### src/include/did_map.svh
// Register offsets, field positions, function codes and reset values of the input decoder
`ifndef DID_MAP_SVH
`define DID_MAP_SVH

// Terminal count and function selector width
`define DID_NUM_TERM    9
`define DID_FSEL_W      6

// Register byte addresses (word aligned)
`define DID_ADDR_FSEL0  8'h00
`define DID_ADDR_CTRL   8'h24
`define DID_ADDR_STATUS 8'h28
`define DID_ADDR_MASK   8'h2C
`define DID_ADDR_STATE  8'h30
`define DID_ADDR_OFFSET 8'h34

// Terminal function codes
`define DID_FN_NONE     6'h00
`define DID_FN_COAST    6'h06
`define DID_FN_PAUSE    6'h07
`define DID_FN_RESET    6'h08
`define DID_FN_EXTF     6'h09
`define DID_FN_EXTF_NC  6'h0A
`define DID_FN_UP       6'h0B
`define DID_FN_DOWN     6'h0C
`define DID_FN_UDCLR    6'h0D
`define DID_FN_SRCSW    6'h0E
`define DID_FN_PRESET_A 6'h0F
`define DID_FN_PRESET_B 6'h10
`define DID_FN_MS1      6'h11
`define DID_FN_MS2      6'h12
`define DID_FN_MS3      6'h13
`define DID_FN_MS4      6'h14
`define DID_FN_ACC1     6'h15
`define DID_FN_ACC2     6'h16

// External fault number reported to the drive
`define DID_FAULT_EXT   8'h11

// Control register fields
`define DID_CTRL_W      6
`define DID_CTRL_DIGSRC 0
`define DID_CTRL_TWOSRC 1
`define DID_CTRL_DIGPRE 2
`define DID_CTRL_ACT_LO 4
`define DID_CTRL_RST    6'h01

// Status / mask bits
`define DID_STAT_W      7
`define DID_EV_RESET    0
`define DID_EV_FAULT    1
`define DID_EV_UP       2
`define DID_EV_DOWN     3
`define DID_EV_CLEAR    4
`define DID_EV_COAST    5
`define DID_EV_RESUME   6

// Frequency offset width and step
`define DID_OFS_W       16
`define DID_OFS_STEP    16'h0001

`endif

### src/include/did_pkg.sv
// Types shared by the input decoder modules
`include "did_map.svh"
package did_pkg;
  // Function selector of one terminal
  typedef logic [`DID_FSEL_W-1:0] did_func_t;
  // Pause tracker states
  typedef enum logic [1:0] {DID_PS_FREE, DID_PS_HELD_RUN, DID_PS_HELD_IDLE} did_pause_t;
endpackage

### src/include/did_term_if.sv
// Synchronised terminal levels and rising-edge pulses between the decoder modules
`timescale 1ns/10ps
`include "did_map.svh"
interface did_term_if;
  logic [`DID_NUM_TERM-1:0] level;  // Clean terminal level
  logic [`DID_NUM_TERM-1:0] rise;   // One-cycle rising-edge pulse
  modport src (output level, rise);
  modport dst (input level, rise);
endinterface

### src/rtl/did_term_sync.sv
// Two-flop synchroniser and rising-edge detector for all input terminals
`timescale 1ns/10ps
`include "did_map.svh"
module did_term_sync
  import did_pkg::*;
(
  // Clock and synchronised reset
  input  wire logic                     clk,
  input  wire logic                     rstN,
  // Raw terminal pins
  input  wire logic [`DID_NUM_TERM-1:0] diPin,
  // Clean levels and edges
  did_term_if.src                       term
);

  logic [`DID_NUM_TERM-1:0] meta;  // First stage, read only by the second
  logic [`DID_NUM_TERM-1:0] sync;  // Second stage, safe to use
  logic [`DID_NUM_TERM-1:0] prev;  // Last clean level for edge detection

  // Pins are asynchronous, so two flops come before any logic
  always_ff @(posedge clk or negedge rstN)
  begin
    if (!rstN)
    begin
      meta <= '0;
      sync <= '0;
      prev <= '0;
    end
    else
    begin
      meta <= diPin;  // RULE16
      sync <= meta;
      prev <= sync;
    end
  end

  // Levels act while held, edges once per rising transition
  assign term.level = sync;          // RULE16
  assign term.rise  = sync & ~prev;  // RULE16

endmodule

### src/rtl/did_decoder_top.sv
// Digital input terminal function decoder with AHB-Lite register access
// How it works
// RULE1 - Each terminal selects function 0-63; zero inert
// RULE2 - Function 6 blocks output, motor coasts
// RULE3 - Function 7 pauses, keeping run state
// RULE4 - Releasing pause resumes previous running state
// RULE5 - Function 8 resets fault like keypad
// RULE6 - Function 9 edge raises fault 17
// RULE7 - Function 10 open contact raises fault 17
// RULE8 - Functions 11/12 step frequency when digital
// RULE9 - Function 13 clears up/down back to preset
// RULE10 - Function 14 picks one of two sources
// RULE11 - Function 15 substitutes preset for source A
// RULE12 - Function 16 substitutes preset for source B
// RULE13 - Functions 17-20 form multi-step speed code
// RULE14 - Acceleration select picks one of four sets
// RULE15 - Functions 21/22 form two-bit time selector
// RULE16 - Terminals sampled synchronously; levels and edges
// RULE17 - Outside holds levels stable several clocks
//
// Implementation choices: the placing of the registers and register access over AHB-Lite.
`timescale 1ns/10ps
`include "did_map.svh"
module did_decoder_top
  import did_pkg::*;
(
  // Clock and reset
  input  wire logic                     clk,
  input  wire logic                     arst_n,
  // Terminal pins
  input  wire logic [`DID_NUM_TERM-1:0] diPin,
  // Drive status from the run logic
  input  wire logic                     runActive,
  input  wire logic                     keypadReset,
  // AHB-Lite slave
  input  wire logic                     hsel,
  input  wire logic [31:0]              haddr,
  input  wire logic [1:0]               htrans,
  input  wire logic                     hwrite,
  input  wire logic [2:0]               hsize,
  input  wire logic [31:0]              hwdata,
  input  wire logic                     hready,
  output logic                          hreadyout,
  output logic [31:0]                   hrdata,
  output logic                          hresp,
  // Run commands
  output logic                          coastStop,
  output logic                          runPause,
  output logic                          resumeRun,
  // Fault commands
  output logic                          faultReset,
  output logic                          faultActive,
  output logic [7:0]                    faultCode,
  output logic [1:0]                    faultAction,
  // Frequency commands
  output logic                          freqUp,
  output logic                          freqDown,
  output logic                          freqClear,
  output logic [`DID_OFS_W-1:0]         upDownOffset,
  output logic                          srcSelB,
  output logic                          presetForA,
  output logic                          presetForB,
  // Speed and ramp selection
  output logic [3:0]                    stepSel,
  output logic [1:0]                    accelSel,
  // Interrupt
  output logic                          irq
);

  logic                         rstMeta;   // Reset release, first stage
  logic                         rstN;      // Reset used by the design
  did_func_t                    fsel [`DID_NUM_TERM];  // Per-terminal function
  logic [`DID_CTRL_W-1:0]       ctrl;      // Control fields
  logic [`DID_STAT_W-1:0]       status;    // Sticky events
  logic [`DID_STAT_W-1:0]       mask;      // Interrupt enables
  logic [`DID_STAT_W-1:0]       events;    // Events this cycle
  did_pause_t                   pState;    // Pause tracker
  did_pause_t                   next_pState;
  logic                         wrPend;    // Write data phase pending
  logic                         rdPend;    // Read data phase pending
  logic [5:0]                   regIdx;    // Word index of the access
  logic [31:0]                  readMux;   // Read value of regIdx
  logic                         faultSet;  // External fault this cycle
  logic                         faultClr;  // Reset request this cycle

  // Decoded function levels and edges
  logic levCoast, levPause, levSrcSw, levPreA, levPreB, levNcOpen;
  logic rseReset, rseExtf, rseUp, rseDown, rseClr;
  logic [3:0] levMs;
  logic [1:0] levAcc;

  did_term_if term ();

  // Reset is released through two flops; assertion stays asynchronous
  always_ff @(posedge clk or negedge arst_n)
  begin
    if (!arst_n)
    begin
      rstMeta <= 1'b0;
      rstN    <= 1'b0;
    end
    else
    begin
      rstMeta <= 1'b1;
      rstN    <= rstMeta;
    end
  end

  // Pin synchroniser and edge detector
  did_term_sync uSync (
    .clk   (clk),
    .rstN  (rstN),
    .diPin (diPin),
    .term  (term)
  );

  // OR of all terminals assigned a function; code zero never matches here
  function automatic logic fnAny(input logic [`DID_NUM_TERM-1:0] v, input did_func_t f);
    logic r;
    r = 1'b0;
    for (int i = 0; i < `DID_NUM_TERM; i++)
      r = r | (v[i] & (fsel[i] == f));  // RULE1
    return r;
  endfunction

  // Function decode from clean levels and edges
  always_comb
  begin
    levCoast = fnAny(term.level, `DID_FN_COAST);
    levPause = fnAny(term.level, `DID_FN_PAUSE);
    levSrcSw = fnAny(term.level, `DID_FN_SRCSW);
    levPreA  = fnAny(term.level, `DID_FN_PRESET_A);
    levPreB  = fnAny(term.level, `DID_FN_PRESET_B);
    levMs    = {fnAny(term.level, `DID_FN_MS4), fnAny(term.level, `DID_FN_MS3),
                fnAny(term.level, `DID_FN_MS2), fnAny(term.level, `DID_FN_MS1)};  // RULE13
    levAcc   = {fnAny(term.level, `DID_FN_ACC2), fnAny(term.level, `DID_FN_ACC1)};  // RULE15
    // Normally closed contact: an open (low) terminal is the fault
    levNcOpen = fnAny(~term.level, `DID_FN_EXTF_NC);  // RULE7
    rseReset = fnAny(term.rise, `DID_FN_RESET);
    rseExtf  = fnAny(term.rise, `DID_FN_EXTF);
    rseUp    = fnAny(term.rise, `DID_FN_UP);
    rseDown  = fnAny(term.rise, `DID_FN_DOWN);
    rseClr   = fnAny(term.rise, `DID_FN_UDCLR);
  end

  assign faultSet = rseExtf | levNcOpen;      // RULE6 RULE7
  assign faultClr = rseReset | keypadReset;   // RULE5

  // Coast stop follows its terminal level directly
  always_ff @(posedge clk or negedge rstN)
  begin
    if (!rstN)
      coastStop <= 1'b0;
    else
      coastStop <= levCoast;  // RULE2
  end

  // Pause tracker remembers whether the drive was running when paused
  always_comb
  begin
    next_pState = pState;
    unique case (pState)
      DID_PS_FREE:
        if (levPause)
          next_pState = runActive ? DID_PS_HELD_RUN : DID_PS_HELD_IDLE;  // RULE3
      DID_PS_HELD_RUN, DID_PS_HELD_IDLE:
        if (!levPause)
          next_pState = DID_PS_FREE;
    endcase
  end

  // Pause level and one-cycle resume pulse; run data is never cleared here
  always_ff @(posedge clk or negedge rstN)
  begin
    if (!rstN)
    begin
      pState    <= DID_PS_FREE;
      runPause  <= 1'b0;
      resumeRun <= 1'b0;
    end
    else
    begin
      pState    <= next_pState;
      runPause  <= levPause;  // RULE3
      resumeRun <= (pState == DID_PS_HELD_RUN) && !levPause;  // RULE4
    end
  end

  // Fault latch; a new fault wins over a reset in the same cycle
  always_ff @(posedge clk or negedge rstN)
  begin
    if (!rstN)
    begin
      faultActive <= 1'b0;
      faultCode   <= 8'h00;
      faultReset  <= 1'b0;
    end
    else
    begin
      faultReset <= faultClr;  // RULE5
      if (faultSet)
      begin
        faultActive <= 1'b1;             // RULE6 RULE7
        faultCode   <= `DID_FAULT_EXT;   // RULE6
      end
      else if (faultClr)
      begin
        faultActive <= 1'b0;  // RULE5
        faultCode   <= 8'h00;
      end
    end
  end

  // Up/down stepping only with the digital source; clear returns to preset
  always_ff @(posedge clk or negedge rstN)
  begin
    if (!rstN)
    begin
      freqUp       <= 1'b0;
      freqDown     <= 1'b0;
      freqClear    <= 1'b0;
      upDownOffset <= '0;
    end
    else
    begin
      freqUp    <= rseUp & ctrl[`DID_CTRL_DIGSRC];    // RULE8
      freqDown  <= rseDown & ctrl[`DID_CTRL_DIGSRC];  // RULE8
      freqClear <= rseClr & ctrl[`DID_CTRL_DIGPRE];   // RULE9
      // Clear has priority so no stray step survives it
      if (rseClr && ctrl[`DID_CTRL_DIGPRE])
        upDownOffset <= '0;  // RULE9
      else if (ctrl[`DID_CTRL_DIGSRC] && rseUp && !rseDown)
        upDownOffset <= upDownOffset + `DID_OFS_STEP;  // RULE8
      else if (ctrl[`DID_CTRL_DIGSRC] && rseDown && !rseUp)
        upDownOffset <= upDownOffset - `DID_OFS_STEP;  // RULE8
    end
  end

  // Source selection, preset substitution, speed and ramp selectors
  always_ff @(posedge clk or negedge rstN)
  begin
    if (!rstN)
    begin
      srcSelB     <= 1'b0;
      presetForA  <= 1'b0;
      presetForB  <= 1'b0;
      stepSel     <= 4'h0;
      accelSel    <= 2'h0;
      faultAction <= 2'h0;
    end
    else
    begin
      srcSelB     <= ctrl[`DID_CTRL_TWOSRC] & levSrcSw;  // RULE10
      presetForA  <= levPreA;  // RULE11
      presetForB  <= levPreB;  // RULE12
      stepSel     <= levMs;    // RULE13
      accelSel    <= levAcc;   // RULE14 RULE15
      faultAction <= ctrl[`DID_CTRL_ACT_LO +: 2];  // RULE6
    end
  end

  // Events collected for the status register
  always_comb
  begin
    events = '0;
    events[`DID_EV_RESET]  = faultClr;
    events[`DID_EV_FAULT]  = faultSet;
    events[`DID_EV_UP]     = rseUp & ctrl[`DID_CTRL_DIGSRC];
    events[`DID_EV_DOWN]   = rseDown & ctrl[`DID_CTRL_DIGSRC];
    events[`DID_EV_CLEAR]  = rseClr & ctrl[`DID_CTRL_DIGPRE];
    events[`DID_EV_COAST]  = levCoast & !coastStop;
    events[`DID_EV_RESUME] = (pState == DID_PS_HELD_RUN) && !levPause;
  end

  // AHB address phase capture; reads take one wait state, writes none
  always_ff @(posedge clk or negedge rstN)
  begin
    if (!rstN)
    begin
      wrPend <= 1'b0;
      rdPend <= 1'b0;
      regIdx <= 6'h00;
    end
    else if (hready)
    begin
      wrPend <= hsel & htrans[1] & hwrite;
      rdPend <= hsel & htrans[1] & !hwrite;
      regIdx <= haddr[7:2];
    end
  end

  // Register read view; unmapped words read zero
  always_comb
  begin
    readMux = 32'h0000_0000;
    if (regIdx < 6'(`DID_NUM_TERM))
      readMux = {26'h0, fsel[regIdx[3:0]]};
    else if (regIdx == `DID_ADDR_CTRL >> 2)
      readMux = {26'h0, ctrl};
    else if (regIdx == `DID_ADDR_STATUS >> 2)
      readMux = {25'h0, status};
    else if (regIdx == `DID_ADDR_MASK >> 2)
      readMux = {25'h0, mask};
    else if (regIdx == `DID_ADDR_STATE >> 2)
      readMux = {12'h0, accelSel, stepSel, presetForB, presetForA, srcSelB,
                 faultActive, runPause, coastStop, faultCode};
    else if (regIdx == `DID_ADDR_OFFSET >> 2)
      readMux = {16'h0, upDownOffset};
  end

  // Ready and read data; the stall gives reads a registered data path
  always_ff @(posedge clk or negedge rstN)
  begin
    if (!rstN)
    begin
      hreadyout <= 1'b1;
      hrdata    <= 32'h0000_0000;
      hresp     <= 1'b0;
    end
    else
    begin
      hresp <= 1'b0;
      if (hready && hsel && htrans[1] && !hwrite)
        hreadyout <= 1'b0;
      else if (!hreadyout)
      begin
        hreadyout <= 1'b1;
        hrdata    <= readMux;
      end
    end
  end

  // Configuration writes; partial sizes treated as whole words
  always_ff @(posedge clk or negedge rstN)
  begin
    if (!rstN)
    begin
      for (int i = 0; i < `DID_NUM_TERM; i++)
        fsel[i] <= `DID_FN_NONE;  // RULE1
      ctrl <= `DID_CTRL_RST;
      mask <= '0;
    end
    else if (wrPend && hready)
    begin
      if (regIdx < 6'(`DID_NUM_TERM))
        fsel[regIdx[3:0]] <= hwdata[`DID_FSEL_W-1:0];  // RULE1
      else if (regIdx == `DID_ADDR_CTRL >> 2)
        ctrl <= hwdata[`DID_CTRL_W-1:0];
      else if (regIdx == `DID_ADDR_MASK >> 2)
        mask <= hwdata[`DID_STAT_W-1:0];
    end
  end

  // Sticky status: write one to clear, a new event wins over the clear
  always_ff @(posedge clk or negedge rstN)
  begin
    if (!rstN)
      status <= '0;
    else if (wrPend && hready && regIdx == `DID_ADDR_STATUS >> 2)
      status <= (status & ~hwdata[`DID_STAT_W-1:0]) | events;
    else
      status <= status | events;
  end

  // Level interrupt, one cycle behind the status bits
  always_ff @(posedge clk or negedge rstN)
  begin
    if (!rstN)
      irq <= 1'b0;
    else
      irq <= |(status & mask);
  end
endmodule

### config.mk
export PLATFORM = sky130hd
export DESIGN_NAME = did_decoder_top
export DESIGN_NICKNAME = d
export VERILOG_FILES = /design/src/include/did_pkg.sv /design/src/include/did_term_if.sv /design/src/rtl/did_term_sync.sv /design/src/rtl/did_decoder_top.sv
export VERILOG_INCLUDE_DIRS = /design/src /design/src/include
export SDC_FILE = /design/constraint.sdc
export NUM_CORES = 1
export LEC_CHECK = 0
export ABC_CLOCK_PERIOD_IN_PS = 6750
export CAP_MARGIN = 20
export CORE_UTILIZATION = 59
export DETAILED_ROUTE_END_ITERATION = 8
export DONT_BUFFER_PORTS = 1
export PLACE_DENSITY = 0.81
export SLEW_MARGIN = 20
export SYNTH_ARGS = -nofsm -noshare
export SYNTH_HDL_FRONTEND = slang
export SYNTH_SLANG_ARGS = --single-unit
### constraint.sdc
create_clock -name clk -period 6.75 [get_ports clk]
set_clock_uncertainty 0.1 [all_clocks]
set_input_delay 0.3375 -clock clk [delete_from_list [all_inputs] [get_ports clk]]
set_output_delay 0.3375 -clock clk [all_outputs]
set_load 0.005 [all_outputs]
==> flow_summary.yaml <==
power:
  power.share.combinational_pct: 8.8
  internal-power_uw: 1780
  pwr-share-seq_pct: 48.6
  ir_drop_mv: 0.253
  power.density_cell_area_nw_per_um2: 233
  sw_frac_of_total_pct: 25.5
  p_leak_uw: 0.00442
  fin_total_pwr_uw: 2390
  power.clock.fraction_pct: 42.6
  switching_power_uw: 612
clock_network:
  clk_root_buffer_cell: "clkbuf_16"
  tritoncts: "done"
  clk_transition_reported_paths_ps: 70
  clk_path_buf_depth: 2
  clock_sink_count: 169
  clkLatencyLatePin_ps: 440
  htree_levels: 4
  tritoncts.num_buffers: 17
worst_setup_path:
  max_stage_delay_ps: 700
  timing.critical_path.cells: "nor4b_1 -> nand4_1 -> o2111a_1 -> nand4_4 -> nand3_1 -> buf_4 -> ha_1 -> nand3_1 -> o221ai_1 -> a21oi_1 -> o21ai_0 -> a21o_1 -> o21ai_0 -> nor4b_1 -> or4_1"
  rrSetupSlack_ps: 2090
  cp.arrival_ps: 4860
  crit_slowest_cell: "nor4b_1"
  rr_endpoint: "upDownOffset[13]"
  critPathCaptureType: "flop"
  timing_worst_setup_path_type: "flop to flop"
  worstReg2RegStart: "fsel[26]"
  cp_data_required_time_ps: 6950
  crit_path_max_fanout: 18
  timing.reg2reg.worst_path_depth: 15
  timing.critical_path.from_type: "flop"
floorplanning:
  starting_utilization_of_the_core_area_pct: 61.0
  fp.dieH_um: 128
  ios: 163
  die_area_um2: 16300
  floorplan.die.width_um: 128
  coreArea_um2: 15300
  row_count: 45
logic_synthesis:
  number_of_enable_flip_flop_cells_after_synthesis: 0
  synthDominantCellAreaShare_pct: 44.7
  synthCells: 886
  netlist_area_um2: 9340
  most_used_dff_post_synth: "dfrtp_1"
  yosysSeqAreaShare_pct: 45.3
  ys.warnings.count: 0
  synth.lib_cells_used.distinct: 77
  ys_async_sr_fraction_pct: 100
  synth_top_cell_by_area: "dfrtp_1"
  netlist_top_cells_area: "dfrtp_1, mux2_2, mux4_2"
  synth.top_cells.by_count: "dfrtp_1, mux2_2, nand2_1"
  synth_most_common_cell: "dfrtp_1"
  synth.ff_latch_count: 169
  synth.avg_cell_area_um2: 10.5
global_routing:
  grt.met1_usage_pct: 46.5
  antenna_found_initial: 0
  grt_util_met3_pct: 10.1
  groute.layer.met2.usage_pct: 54.7
  grt-ovfl-total: 0
  wire_length_of_the_first_global_routing_pass_um: 42100
  global_route.usage.total_pct: 34.8
  grt_pass1_vias: 7282
  grt_max_degree: 80
  global_routing_s_busiest_layer: "met2"
min_path:
  holdCritPathClass: "primary input to async pin"
final_layout:
  final_area_um2: 10300
  multiInputGateArea_um2: 4770
  antennaDiodeCount: 0
  n_fill_cell: 1153
  post_route_cells_drive_above_1_share_pct: 16.0
  area_growth_syn_to_layout_pct: 10.3
  finalNetCount: 1001
  area.sequential_um2: 4240
sta:
  fin_worst_hold_slack_ps: 25.5
  grt_setup_unrepaired: "no"
  final_max_slew_viol_count: 0
  final-hold-violation-count: 0
  finalCritPeriodShare_pct: 69.0
  final-setup-viol-count: 0
  fmaxAchievable_ghz: 0.215
  tns_ps: 0
  worst_slew_pin_slew_ps: 1000
  max-slew-margin-rel_pct: 32.8
  fin_crit_ps: 4660
status:
  run_status: "completed"
detailed_routing:
  detailroute.via_count: 7557
  post_detailed_routing_wire_length_um: 27300
  vias_per_cell: 6.74
  drt_iter0_markers: 982
  drt.antenna.violating_nets: 0
  drt_pre_antenna_iters: 6
  wl_per_cell_um: 24.3
  drc: 0
placement:
  placed_cell_area_um2: 9400
  gp_congestion: 1.05
  post-dp-hpwl_um: 19600
  port_buffers: 0
job:
  maxCapViolations: 0
final cells by class:
type | count | area share, %
multi-input cells | 651 | 46.3
flip-flops and latches | 169 | 41.1
clock buffers | 21 | 4.28
repair buffers | 34 | 3.18
well taps | 211 | 2.56
clock inverters | 11 | 1.65
inverters | 24 | 0.875
flip-flops by register name, summed over array words and instances (netlist names), 2 cells and up:
name              count
hrdata               20
pState                2
mask                  7
regIdx                6
faultAction           2
status                7
fsel                 54
uSync.meta            9
accelSel              2
stepSel               4
uSync.term.level      9
ctrl                  6
uSync.prev            9
upDownOffset         16
through the flow:
step	setup slack, ps	instances	utilization, %
floorplan	1600	904	-
global route	1910	1121	67.3
detailed placement	2180	1060	61.3
CTS	2130	1121	67.2
global placement	2190	1060	61.3
finish	2090	1121	67.3
how the worst max path moves through the flow:
stage,depth (start not counted),end,from
finish,15,upDownOffset[13],fsel[26]
global route,15,upDownOffset[13],fsel[26]
CTS,15,upDownOffset[13],fsel[26]
detailed placement,15,upDownOffset[13],fsel[26]
global placement,15,upDownOffset[13],fsel[26]
floorplan,0,accelSel[0],rstN
layout by cell type, fill, tap and decap left out, types with 5 or more instances in the layout:
cell type and n:
mux2i_1 10, nor2b_1 19, a22o_1 7, xnor2_1 9
buf_4 5, nor3b_1 12, o21ai_0 40, nor4_1 6
nor3_1 14, nor2_1 53, or4b_2 9, nand2_1 63
a21oi_1 25, dfrtp_1 165, clkbuf_16 17, ha_1 18
nand4_1 15, mux2_2 73, o22ai_1 38, a21o_1 10
inv_1 23, a211oi_1 5, nor4b_1 23, conb_1 20
a22oi_1 12, nand3b_1 29, mux4_2 12, dlygate4sd3_1 29
a31oi_1 8, nand2b_1 12, nand3_1 31
timing repair:
item / CTS / global route
hold buffers: 29 / 0
hold endpoints to repair: 94 / 0
buffers inserted: 0 / 0
resized for setup: 0 / 0
layer usage:
layer  vias to the layer above  share of wire (%)
met5                         -                  0
met4                         0                2.2
met3                        43                 11
met2                       458                 47
met1                      3733                 40
li1                       3323                  -
power by group through the flow:
stage          combinational, uW  sequential [uW]  clock, uW
2_1_floorplan                169             1140          0
3_3_place_gp                 178             1180          0
3_5_place_dp                 182             1180          0
4_1_cts                      206             1160       1030
5_1_grt                      231             1170       1080
6_report                     211             1160       1020
worst max-delay path: cells and delay by family (launching register included):
kind | cells | cell delay (ps)
AO/OA/AOI/OAI | 6 | 1420
adder cells (fa/ha/maj) | 1 | 370
buffers and inverters | 1 | 230
flip-flops | 1 | 460
AND/OR/NAND/NOR | 7 | 1940
kinds of logic (layout without fill, tap and decap cells):
logic type	after synthesis	count (layout)	share of synthesized area [%]
AND/OR/NAND/NOR	319	319	20.1
adder cells (fa/ha/maj)	19	19	2.63
other	2	20	0.0804
buffers and inverters	84	90	4.37
XOR/XNOR	13	13	1.42
AO/OA/AOI/OAI	185	185	13.3
flip-flops	169	169	45.3
multiplexers	95	95	12.8
Note: power is estimated with default switching activity, not from simulation.
